[src/eiu_pkg.sv]
// Package with register addresses, field positions and vectors of the unit.
package eiu_pkg;

  // Special function register addresses.
  localparam logic [7:0] FLAGS_ADDR    = 8'h91;
  localparam logic [7:0] WAKE_ADDR     = 8'hD8;
  localparam logic [7:0] ENABLE_ADDR   = 8'hE8;
  localparam logic [7:0] PRIO_ADDR     = 8'hF8;
  localparam logic [7:0] STD_EN_ADDR   = 8'hA8;
  localparam logic [7:0] STD_PRIO_ADDR = 8'hB8;

  // Source index, equal to the bit in the enable and priority registers.
  localparam int SRC_ADC  = 0;
  localparam int SRC_SPI  = 1;
  localparam int SRC_DR   = 2;
  localparam int SRC_AM   = 3;
  localparam int SRC_WAKE = 4;
  localparam int NUM_SRC  = 5;

  // Flag positions in the flag registers, and the global enable bit.
  localparam int FLAG_ADC_BIT  = 4;
  localparam int FLAG_SPI_BIT  = 5;
  localparam int FLAG_DR_BIT   = 6;
  localparam int FLAG_AM_BIT   = 7;
  localparam int WAKE_FLAG_BIT = 3;
  localparam int GLOBAL_EN_BIT = 7;

  // Fixed read values of the reserved bits.
  localparam logic [7:0] FLAGS_FIXED  = 8'h08;
  localparam logic [7:0] WAKE_FIXED   = 8'h40;
  localparam logic [7:0] EN_FIXED     = 8'hE0;

  // Reset values.
  localparam logic [4:0] EN_RESET     = 5'h00;
  localparam logic [4:0] PRIO_RESET   = 5'h00;

  // Service routine addresses indexed by source.
  localparam logic [15:0] VEC_ADC  = 16'h0043;
  localparam logic [15:0] VEC_SPI  = 16'h004B;
  localparam logic [15:0] VEC_DR   = 16'h0053;
  localparam logic [15:0] VEC_AM   = 16'h005B;
  localparam logic [15:0] VEC_WAKE = 16'h0063;

  // Serial peripheral ready is raised after this many bits.
  localparam int SPI_BITS = 8;

endpackage : eiu_pkg

[src/eiu_edge.sv]
// Rising edge detector with three-flop input synchroniser.
`timescale 1ns/1ps
`default_nettype none

module eiu_edge #(
  parameter int WIDTH = 5
) (
  input  wire logic             core_clk, // CPU clock
  input  wire logic             arst_n,   // Asynchronous reset
  input  wire logic [WIDTH-1:0] sig_in,   // Asynchronous inputs
  output logic      [WIDTH-1:0] rise_q    // One-cycle rise pulses
);

  logic [WIDTH-1:0] s1_q;
  logic [WIDTH-1:0] s2_q;
  logic [WIDTH-1:0] s3_q;
  logic [WIDTH-1:0] rise_hold_q;

  initial begin
    if (WIDTH < 1) $error("eiu_edge: WIDTH must be positive.");
  end

  // The first stage only feeds the second so metastability stays contained.
  always_ff @(posedge core_clk or negedge arst_n) begin
    if (!arst_n) begin
      s1_q <= '0;
      s2_q <= '0;
      s3_q <= '0;
    end else begin
      s1_q <= sig_in;
      s2_q <= s1_q;
      s3_q <= s2_q;
    end
  end

  // A rise counts once stages two and three agree on the new level.
  always_ff @(posedge core_clk or negedge arst_n) begin
    if (!arst_n) begin
      rise_q <= '0;
    end else begin
      rise_q <= s2_q & s3_q & ~rise_hold_q;
    end
  end

  always_ff @(posedge core_clk or negedge arst_n) begin
    if (!arst_n) begin
      rise_hold_q <= '0;
    end else begin
      rise_hold_q <= s2_q & s3_q;
    end
  end

endmodule : eiu_edge
`default_nettype wire

[src/eiu_core.sv]
// Extended interrupt unit: flags, enables, priorities, vectoring and nesting.
//
// Contract
// - Rising edge on radio address match sets its flag.
// - Rising edge on radio data ready sets its flag.
// - Serial peripheral finishing eight bits sets its ready flag.
// - Rising edge on converter end-of-conversion sets its flag.
// - Hardware never clears edge flags; software writing one raises interrupt.
// - Reserved bits read as fixed ones and zeros per register.
// - Wakeup event from pin or timer sets the wakeup flag.
// - Wakeup flag left set causes the wakeup interrupt again.
// - Software writing one to wakeup flag raises enabled interrupt.
// - Per-source enable bits four to zero, one enables.
// - Per-source priority bits at enable positions, one is high.
// - Accepted interrupt vectors to that source's fixed address.
// - Routine is pre-empted only by a higher level request.
// - Return resumes at the instruction after the interrupted one.
// - Current instruction finishes before servicing begins.
// - After return or enable/priority write, one more instruction first.
// - Cleared global enable masks everything; set defers to own enables.
// - Vectors 0x43, 0x4B, 0x53, 0x5B, 0x63 by source.
// - Same-level requests granted in natural order, converter first.
`timescale 1ns/1ps
`default_nettype none

module eiu_core #(
  parameter int SPI_BITS = eiu_pkg::SPI_BITS
) (
  input  wire logic        core_clk,       // CPU clock, 200 MHz
  input  wire logic        arst_n,         // Asynchronous reset, low
  input  wire logic        radio_address_match, // Radio address match
  input  wire logic        radio_data_ready,    // Radio data ready
  input  wire logic        adc_eoc,        // Converter end of conversion
  input  wire logic        wakeup_event,   // Pin or timer wakeup level
  input  wire logic        spi_bit_done,   // Serial peripheral bit pulse
  input  wire logic        sfr_wr,         // SFR write strobe
  input  wire logic        sfr_rd,         // SFR read strobe
  input  wire logic [7:0]  sfr_addr,       // SFR address
  input  wire logic [7:0]  sfr_wdata,      // SFR write data
  input  wire logic        instr_end,      // Instruction boundary pulse
  input  wire logic        instr_is_reti,  // Ending instruction is return
  input  wire logic        irq_ack,        // Core took the vector
  output logic [7:0]       sfr_rdata_q,    // SFR read data
  output logic             irq_req_q,      // Request to the core
  output logic [15:0]      irq_vector_q,   // Routine address
  output logic             irq_level_q,    // Level of the request
  output logic [1:0]       active_q        // Levels in service
);

  logic [4:0] flags_q;          // Index by source.
  logic [4:0] en_q;
  logic [4:0] prio_q;
  logic       global_en_q;
  logic [4:0] rise;
  logic [3:0] spi_cnt_q;
  logic       spi_ready_q;
  logic       hold_q;
  logic       wr_flags;
  logic       wr_wake;
  logic       wr_en;
  logic       wr_prio;
  logic       wr_std;
  logic [4:0] pending;
  logic       hi_any;
  logic       lo_any;
  logic [2:0] pick;
  logic       pick_level;
  logic       may_take;

  initial begin
    if (SPI_BITS < 1 || SPI_BITS > 15) begin
      $error("eiu_core: SPI_BITS must lie between 1 and 15.");
    end
  end

  // Lowest set bit wins, giving natural order with the converter first.
  function automatic logic [2:0] first_set(input logic [4:0] v);
    logic [2:0] idx;
    idx = 3'h7;
    for (int i = eiu_pkg::NUM_SRC - 1; i >= 0; i--) begin
      if (v[i]) idx = 3'(i);
    end
    return idx;
  endfunction : first_set

  function automatic logic [15:0] vec_of(input logic [2:0] idx);
    logic [15:0] v;
    unique case (idx)
      3'h0:    v = eiu_pkg::VEC_ADC;
      3'h1:    v = eiu_pkg::VEC_SPI;
      3'h2:    v = eiu_pkg::VEC_DR;
      3'h3:    v = eiu_pkg::VEC_AM;
      default: v = eiu_pkg::VEC_WAKE;
    endcase
    return v;
  endfunction : vec_of

  eiu_edge #(
    .WIDTH (5)
  ) u_edge (
    .core_clk (core_clk),
    .arst_n   (arst_n),
    .sig_in   ({wakeup_event, radio_address_match, radio_data_ready,
                1'b0, adc_eoc}),
    .rise_q   (rise)
  );

  assign wr_flags = sfr_wr && (sfr_addr == eiu_pkg::FLAGS_ADDR);
  assign wr_wake  = sfr_wr && (sfr_addr == eiu_pkg::WAKE_ADDR);
  assign wr_en    = sfr_wr && (sfr_addr == eiu_pkg::ENABLE_ADDR);
  assign wr_prio  = sfr_wr && (sfr_addr == eiu_pkg::PRIO_ADDR);
  assign wr_std   = sfr_wr && ((sfr_addr == eiu_pkg::STD_EN_ADDR) ||
                               (sfr_addr == eiu_pkg::STD_PRIO_ADDR));

  // The serial peripheral ready flag follows a full byte of bit pulses.
  always_ff @(posedge core_clk or negedge arst_n) begin
    if (!arst_n) begin
      spi_cnt_q   <= 4'h0;
      spi_ready_q <= 1'b0;
    end else begin
      spi_ready_q <= 1'b0;
      if (spi_bit_done) begin
        if (spi_cnt_q == 4'(SPI_BITS - 1)) begin
          spi_cnt_q   <= 4'h0;
          spi_ready_q <= 1'b1;
        end else begin
          spi_cnt_q <= spi_cnt_q + 4'h1;
        end
      end
    end
  end

  // Hardware only sets; a write may clear or set, and a set event wins.
  always_ff @(posedge core_clk or negedge arst_n) begin
    if (!arst_n) begin
      flags_q <= 5'h00;
    end else begin
      if (wr_flags) begin
        flags_q[eiu_pkg::SRC_ADC] <= sfr_wdata[eiu_pkg::FLAG_ADC_BIT];
        flags_q[eiu_pkg::SRC_SPI] <= sfr_wdata[eiu_pkg::FLAG_SPI_BIT];
        flags_q[eiu_pkg::SRC_DR]  <= sfr_wdata[eiu_pkg::FLAG_DR_BIT];
        flags_q[eiu_pkg::SRC_AM]  <= sfr_wdata[eiu_pkg::FLAG_AM_BIT];
      end
      if (wr_wake) begin
        flags_q[eiu_pkg::SRC_WAKE] <= sfr_wdata[eiu_pkg::WAKE_FLAG_BIT];
      end
      if (rise[eiu_pkg::SRC_ADC])  flags_q[eiu_pkg::SRC_ADC] <= 1'b1;
      if (spi_ready_q)             flags_q[eiu_pkg::SRC_SPI] <= 1'b1;
      if (rise[eiu_pkg::SRC_DR])   flags_q[eiu_pkg::SRC_DR]  <= 1'b1;
      if (rise[eiu_pkg::SRC_AM])   flags_q[eiu_pkg::SRC_AM]  <= 1'b1;
      if (rise[eiu_pkg::SRC_WAKE]) flags_q[eiu_pkg::SRC_WAKE] <= 1'b1;
    end
  end

  always_ff @(posedge core_clk or negedge arst_n) begin
    if (!arst_n) begin
      en_q        <= eiu_pkg::EN_RESET;
      prio_q      <= eiu_pkg::PRIO_RESET;
      global_en_q <= 1'b0;
    end else begin
      if (wr_en) en_q <= sfr_wdata[4:0];
      if (wr_prio) prio_q <= sfr_wdata[4:0];
      if (sfr_wr && (sfr_addr == eiu_pkg::STD_EN_ADDR)) begin
        global_en_q <= sfr_wdata[eiu_pkg::GLOBAL_EN_BIT];
      end
    end
  end

  // Read data carries fixed reserved bits and the live flags.
  always_ff @(posedge core_clk or negedge arst_n) begin
    if (!arst_n) begin
      sfr_rdata_q <= 8'h00;
    end else if (sfr_rd) begin
      unique case (sfr_addr)
        eiu_pkg::FLAGS_ADDR: sfr_rdata_q <= eiu_pkg::FLAGS_FIXED |
          {flags_q[eiu_pkg::SRC_AM], flags_q[eiu_pkg::SRC_DR],
           flags_q[eiu_pkg::SRC_SPI], flags_q[eiu_pkg::SRC_ADC],
           4'h0};
        eiu_pkg::WAKE_ADDR: sfr_rdata_q <= eiu_pkg::WAKE_FIXED |
          {4'h0, flags_q[eiu_pkg::SRC_WAKE], 3'h0};
        eiu_pkg::ENABLE_ADDR: sfr_rdata_q <= eiu_pkg::EN_FIXED |
          {3'h0, en_q};
        eiu_pkg::PRIO_ADDR: sfr_rdata_q <= eiu_pkg::EN_FIXED |
          {3'h0, prio_q};
        default: sfr_rdata_q <= 8'h00;
      endcase
    end
  end

  // A source requests only with its flag, its enable and the global enable.
  // A wakeup flag still set after return simply requests once more.
  assign pending = flags_q & en_q & {5{global_en_q}};
  assign hi_any  = |(pending & prio_q);
  assign lo_any  = |(pending & ~prio_q);
  assign pick = hi_any ? first_set(pending & prio_q)
                       : first_set(pending & ~prio_q);
  assign pick_level = hi_any;

  // Nothing at or below the level in service may pre-empt it.
  assign may_take = hi_any ? !active_q[1]
                           : (lo_any && (active_q == 2'b00));

  // A return blocks only its own boundary, and a control write also blocks
  // the boundary that ends its instruction, so exactly one more follows.
  always_ff @(posedge core_clk or negedge arst_n) begin
    if (!arst_n) begin
      hold_q <= 1'b0;
    end else if (instr_end) begin
      hold_q <= 1'b0;
    end else if (wr_en || wr_prio || wr_std) begin
      hold_q <= 1'b1;
    end
  end

  // Requests are offered only at an instruction boundary.
  always_ff @(posedge core_clk or negedge arst_n) begin
    if (!arst_n) begin
      irq_req_q    <= 1'b0;
      irq_vector_q <= 16'h0000;
      irq_level_q  <= 1'b0;
    end else if (irq_ack) begin
      irq_req_q <= 1'b0;
    end else if (instr_end) begin
      irq_req_q    <= may_take && !hold_q && !instr_is_reti &&
                      !wr_en && !wr_prio && !wr_std;
      irq_vector_q <= vec_of(pick);
      irq_level_q  <= pick_level;
    end
  end

  // Service levels: ack pushes the level, return pops the highest one.
  always_ff @(posedge core_clk or negedge arst_n) begin
    if (!arst_n) begin
      active_q <= 2'b00;
    end else if (irq_ack && irq_req_q) begin
      if (irq_level_q) active_q[1] <= 1'b1;
      else active_q[0] <= 1'b1;
    end else if (instr_end && instr_is_reti) begin
      if (active_q[1]) active_q[1] <= 1'b0;
      else active_q[0] <= 1'b0;
    end
  end

endmodule : eiu_core
`default_nettype wire

[config.mk]
export PLATFORM = sky130hd
export DESIGN_NAME = eiu_core
export DESIGN_NICKNAME = d
export VERILOG_FILES = /design/src/eiu_pkg.sv /design/src/eiu_edge.sv /design/src/eiu_core.sv
export SDC_FILE = /design/constraint.sdc
export NUM_CORES = 1
export LEC_CHECK = 0
export BUFFER_PORTS_ARGS = -buffer_cell sky130_fd_sc_hd__clkbuf_2
export CAP_MARGIN = 20
export CORE_MARGIN = 10
export CORE_UTILIZATION = 35
export CTS_CLUSTER_SIZE = 30
export DETAILED_ROUTE_END_ITERATION = 12
export SETUP_SLACK_MARGIN = 0.4
export SLEW_MARGIN = 30
export SYNTH_ARGS = -nofsm -noshare
export SYNTH_HDL_FRONTEND = slang
export SYNTH_SLANG_ARGS = --single-unit
[constraint.sdc]
create_clock -name core_clk -period 1.9 [get_ports core_clk]
set_clock_uncertainty 0.05 [all_clocks]
set_input_delay 0.285 -clock core_clk [delete_from_list [all_inputs] [get_ports core_clk]]
set_output_delay 0.285 -clock core_clk [all_outputs]
set_load 0.01 [all_outputs]
# After elaboration in Yosys (flattened, before gate mapping)
# Cells that the tools add are included.
[word_totals]
output_inout_bits = 28
reg_bits = 72
elab_cells = 116
[op_classes]
n_reduce_logical = 38
n_addsub = 1
eq_ne = 13
bitwise = 9
muxes = 33
[ops]
columns = ["cell", "count"]
rows = [
  ["8-bit equality test, second input constant", 6],
  ["8-bit case mux with 4 select lines", 1],
  ["5-bit bitwise AND", 6],
  ["3-bit two-way mux", 9],
  ["6-bit case mux with 4 select lines", 1],
  ["1-bit two-way mux", 16],
  ["2-bit nonzero test", 8],
  ["1-bit logical AND", 14],
  ["5-bit NOT", 2],
  ["5-bit OR reduction", 2],
  ["2-bit two-way mux", 4],
  ["4-bit two-way mux", 2],
  ["3-bit by 2-bit equality test with 1-bit output, second input constant", 2],
  ["1-bit zero test", 6],
  ["4-bit by 1-bit adder with 4-bit output, second input constant", 1],
  ["4-bit by 3-bit equality test with 1-bit output, second input constant", 1],
  ["2-bit != test, second input constant", 2],
  ["2-bit AND reduction", 2],
  ["3-bit by 1-bit equality test with 1-bit output, second input constant", 1],
  ["3-bit zero test", 1],
  ["1-bit logical OR", 3],
  ["3-bit AND reduction", 1],
  ["2-bit zero test", 1],
  ["2-bit by 1-bit != test with 1-bit output, second input constant", 1],
  ["1-bit NOT", 1],
]

# Longest topological paths before layout
[logic_depth]
word_depth = 13
mapped_depth = 6

# Hierarchy
# From an unflattened synthesis, not the netlist that was laid out.
[hier_totals]
hier_cells = 219
hier_area_um2 = 2645.0
[modules_own_cells]
columns = ["mod", "area_each_um2", "cells_each", "seq_area_each_um2", "instances"]
rows = [
  ["eiu_core", 1944.4, 184, 950.9, 1],
  ["eiu_edge", 700.7, 35, 625.6, 1],
]

# Worst setup path before layout
# OpenSTA, ideal clock, no wires.
[synth_path]
kind = "input to register"
startpoint = "input sfr_addr[1]"
endpoint = "register prio_q[0]"
path_stages = 6
t_required_ns = 1.725
t_arrival_ns = 1.640
setup_time_ns = 0.125
n_path_buf = 2
path_slack_ns = 0.085
cell_sequence = "or3b_1 buf_6 nor2_1 and4_1 buf_2 mux2_2"
[synth_via]
elab_chain_len = 2
[synth_lines]
columns = ["element", "line", "source"]
rows = [
  ["start: declaration", "eiu_core.sv:38", "input wire logic [7:0] sfr_addr,"],
  ["8-bit equality test", "eiu_core.sv:111", "assign wr_prio = sfr_wr && (sfr_addr == eiu_pkg::PRIO_ADDR);"],
  ["1-bit logical AND", "eiu_core.sv:111", ""],
  ["end signal: assignment", "eiu_core.sv:158", "prio_q <= eiu_pkg::PRIO_RESET;"],
  ["end signal: assignment", "eiu_core.sv:162", "if (wr_prio) prio_q <= sfr_wdata[4:0];"],
  ["end: declaration", "eiu_core.sv:52", "logic [4:0] prio_q;"],
]
# No other way between the ends.
# A chain may end at the register's enable or synchronous reset.

# Final worst setup path
[layout_path]
startpoint = "input sfr_addr[1]"
endpoint = "register prio_q[1]"
# Same word-level chain as after synthesis.

==> flow_summary.json <==
{
  "instances_no_fill": 389,
  "insertion_delay_ps": 340,
  "path_clk_slew_ps": 60,
  "status": "finished clean",
  "p_int_mw": 2.24,
  "yosys.area.top_type": "dfrtp_1",
  "fin_nets": 314,
  "synth_cells": 220,
  "seqPwrFrac_pct": 47.4,
  "dp.cells": 365,
  "route.detailed.drc": 0,
  "synth_cell_types": 46,
  "synth_top_area_share_pct": 56.3,
  "fin_crit_ps": 1480,
  "ys_top_cells_by_count": "dfrtp_1, nand2_1, mux2_2",
  "synth_area_per_cell_um2": 11.7,
  "dr.pass1.iters": 4,
  "die_w_um": 106,
  "top_layer": "met4",
  "antenna_found_initial": 0,
  "crit_type": "input port to flop",
  "power_switching_share_pct": 24.9,
  "num_antenna_cells": 0,
  "setup_viol": 0,
  "cts_sinks": 58,
  "dpl.hpwl_um": 4300,
  "fillCellCount": 691,
  "place.gp.congestion": 0.766,
  "grt_pass1_wl_um": 9180,
  "worst_setup_path_start_kind": "input port",
  "ys_warn_count": 0,
  "cp_max_fo": 6,
  "port_buffers": 45,
  "finalCritPeriodShare_pct": 78.1,
  "power_frac_comb_pct": 10.3,
  "irDropWorstVdd_uv": 406,
  "drive_gt1_share_pct": 36.2,
  "gr-total-overflow": 0,
  "power_switching_mw": 0.742,
  "dr_total_vias": 1850,
  "crit_arrival_ps": 1650,
  "via_per_inst": 4.76,
  "worst_slack_ps": 417,
  "preCtsSetupSlack_ps": -32.5,
  "synth_edf_count": 0,
  "p_per_area_mw_per_mm2": 906,
  "std_cell_rows": 31,
  "syn2layout_area_growth_pct": 27.5,
  "ys_async_sr_fraction_pct": 100,
  "clkPwrFrac_pct": 42.4,
  "core_mm2": 0.00721,
  "ys_seq_area_share_pct": 56.3,
  "numCtsBuffers": 9,
  "track_usage_pct": 10.4,
  "h-tree-depth": 3,
  "synth.most_common_cell": "dfrtp_1",
  "die_h_um": 106,
  "r2r_setup_slack_ps": 430,
  "hold_viol_final": 0,
  "grt_max_degree": 24,
  "cts.path.max_buffers": 2,
  "cts_tree": "done",
  "dieArea_mm2": 0.0112,
  "synth_area_mm2": 0.00258,
  "ys_ff_latch": 58,
  "route.met2.wl_um": 2740,
  "end_kind": "flop",
  "rsz0062_at_grt": "yes",
  "worstRegToRegCells": 5,
  "synth.area.top_cells": "dfrtp_1, mux2_2, buf_4",
  "ant_nets": 0,
  "worstPathRequired_ps": 2070,
  "p_total_mw": 2.98,
  "min_path_cells": 2,
  "max_freq_ghz": 0.674,
  "drtIter0Drc": 87,
  "cts_root_buf": "clkbuf_8",
  "wl_met3_um": 385,
  "ios": 56,
  "worstHoldPathType": "input port to flop",
  "grt_pass1_vias": 1902,
  "drv_cap": 0,
  "post_drt_wl_per_cell_um": 14.3,
  "slew_violations": 0,
  "start_util_pct": 35.8,
  "power.leakage_nw": 1.53,
  "met1_length_um": 2340,
  "wl_um": 5550,
  "synth_ff_type": "dfrtp_1"
}
## sequential cells by signal, summed over array words and instances, names as in the netlist
name / count
active_q: 2
en_q: 5
flags_q: 5
global_en_q: 1
hold_q: 1
irq_level_q: 1
irq_req_q: 1
irq_vector_q: 4
prio_q: 5
sfr_rdata_q: 8
spi_cnt_q: 4
spi_ready_q: 1
u_edge.rise_hold_q: 4
u_edge.rise_q: 4
u_edge.s1_q: 4
u_edge.s2_q: 4
u_edge.s3_q: 4
## critical path, stage by stage
cell and delay (ps):
clkbuf_2 80, or3b_4 410, buf_6 150, nor2_4 80, and4_4 250, buf_6 110
mux2_4 290
## cell families (layout without fill, tap and decap cells)
kind of cell               Yosys count  in the layout  share of synthesized area, %
adders and majority gates            1              1                         0.485
and+or+nand+nor                     80             80                          18.1
buffers and inverters               25             86                          6.45
DFF                                 58             58                          56.3
other                                1             10                         0.145
xor gates and xnor gates             1              1                         0.340
AOI/OAI and AO/OA                   35             35                          10.0
muxes                               19             19                          8.15
## cells in the final DEF, fill, tap and decap left out, drive strengths merged, types with 4 or more instances in the layout
cell,instances
buf,15
conb,10
o22ai,4
mux2,16
a311o,4
inv,5
clkinv,5
clkbuf,54
a21boi,4
nand2b,4
nor2b,6
nand2,20
and2,5
nor2,12
a21oi,6
dlygate4sd3,5
nand4b,4
o21ai,4
dfrtp,58
nand4,8
nor3,4
## final cells by class
type | instances | area [µm²] | share of cell area [%]
Clock buffer | 9 | 124 | 3.76
Timing Repair Buffer | 65 | 419 | 12.7
Clock inverter | 7 | 104 | 3.16
Inverter | 5 | 18.8 | 0.570
Tap cell | 99 | 124 | 3.76
Sequential cell | 58 | 1450 | 44.1
Multi-Input combinational cell | 146 | 1050 | 31.9
## metal layers
layer	vias up	track usage, %
met5	-	0
met4	0	3.77
met3	7	5.42
met2	38	17.0
met1	902	11.2
li1	903	-
## what timing repair did
action                                  4_1_cts  5_1_grt
resized for setup                             4        8
hold buffers                                  5        0
endpoints found under the hold margin        18        0
endpoints found under the setup margin       15        6
setup buffers                                 0        3
pin swaps                                     1        5
## worst paths after layout
path | start | to
setup / recovery | sfr_addr[1] | prio_q[1]$_DFFE_PN0P_
hold / removal | instr_end | hold_q$_DFFE_PN0P_
setup reg to reg | global_en_q$_DFFE_PN0P_ | irq_req_q$_DFFE_PN0P_
hold reg to reg | u_edge.s1_q[4]$_DFF_PN0_ | u_edge.s2_q[4]$_DFF_PN0_
max in group asynchronous | arst_n | global_en_q$_DFFE_PN0P_
min in group asynchronous | arst_n | irq_level_q$_DFFE_PN0P_
## stage by stage
step	cell area [µm²]	TNS, ps	hold WS (ps)	utilization [%]
4_1_cts	3240	0	119	44.9
3_5_place_dp	2950	-180	209	40.9
2_1_floorplan	2650	0	-60.6	-
3_3_place_gp	2950	-124	203	40.9
5_1_grt	3290	0	132	45.6
6_report	3290	0	136	45.6
## power groups by stage
stage          logic [mW]  registers (mW)  clock network (mW)
4_1_cts             0.306            1.41                1.31
6_report            0.306            1.41                1.26
3_5_place_dp        0.296            1.43                   0
2_1_floorplan       0.197            1.42                   0
5_1_grt             0.351            1.43                1.37
3_3_place_gp        0.287            1.43                   0
No activity file was read; power rests on OpenSTA's default activity.
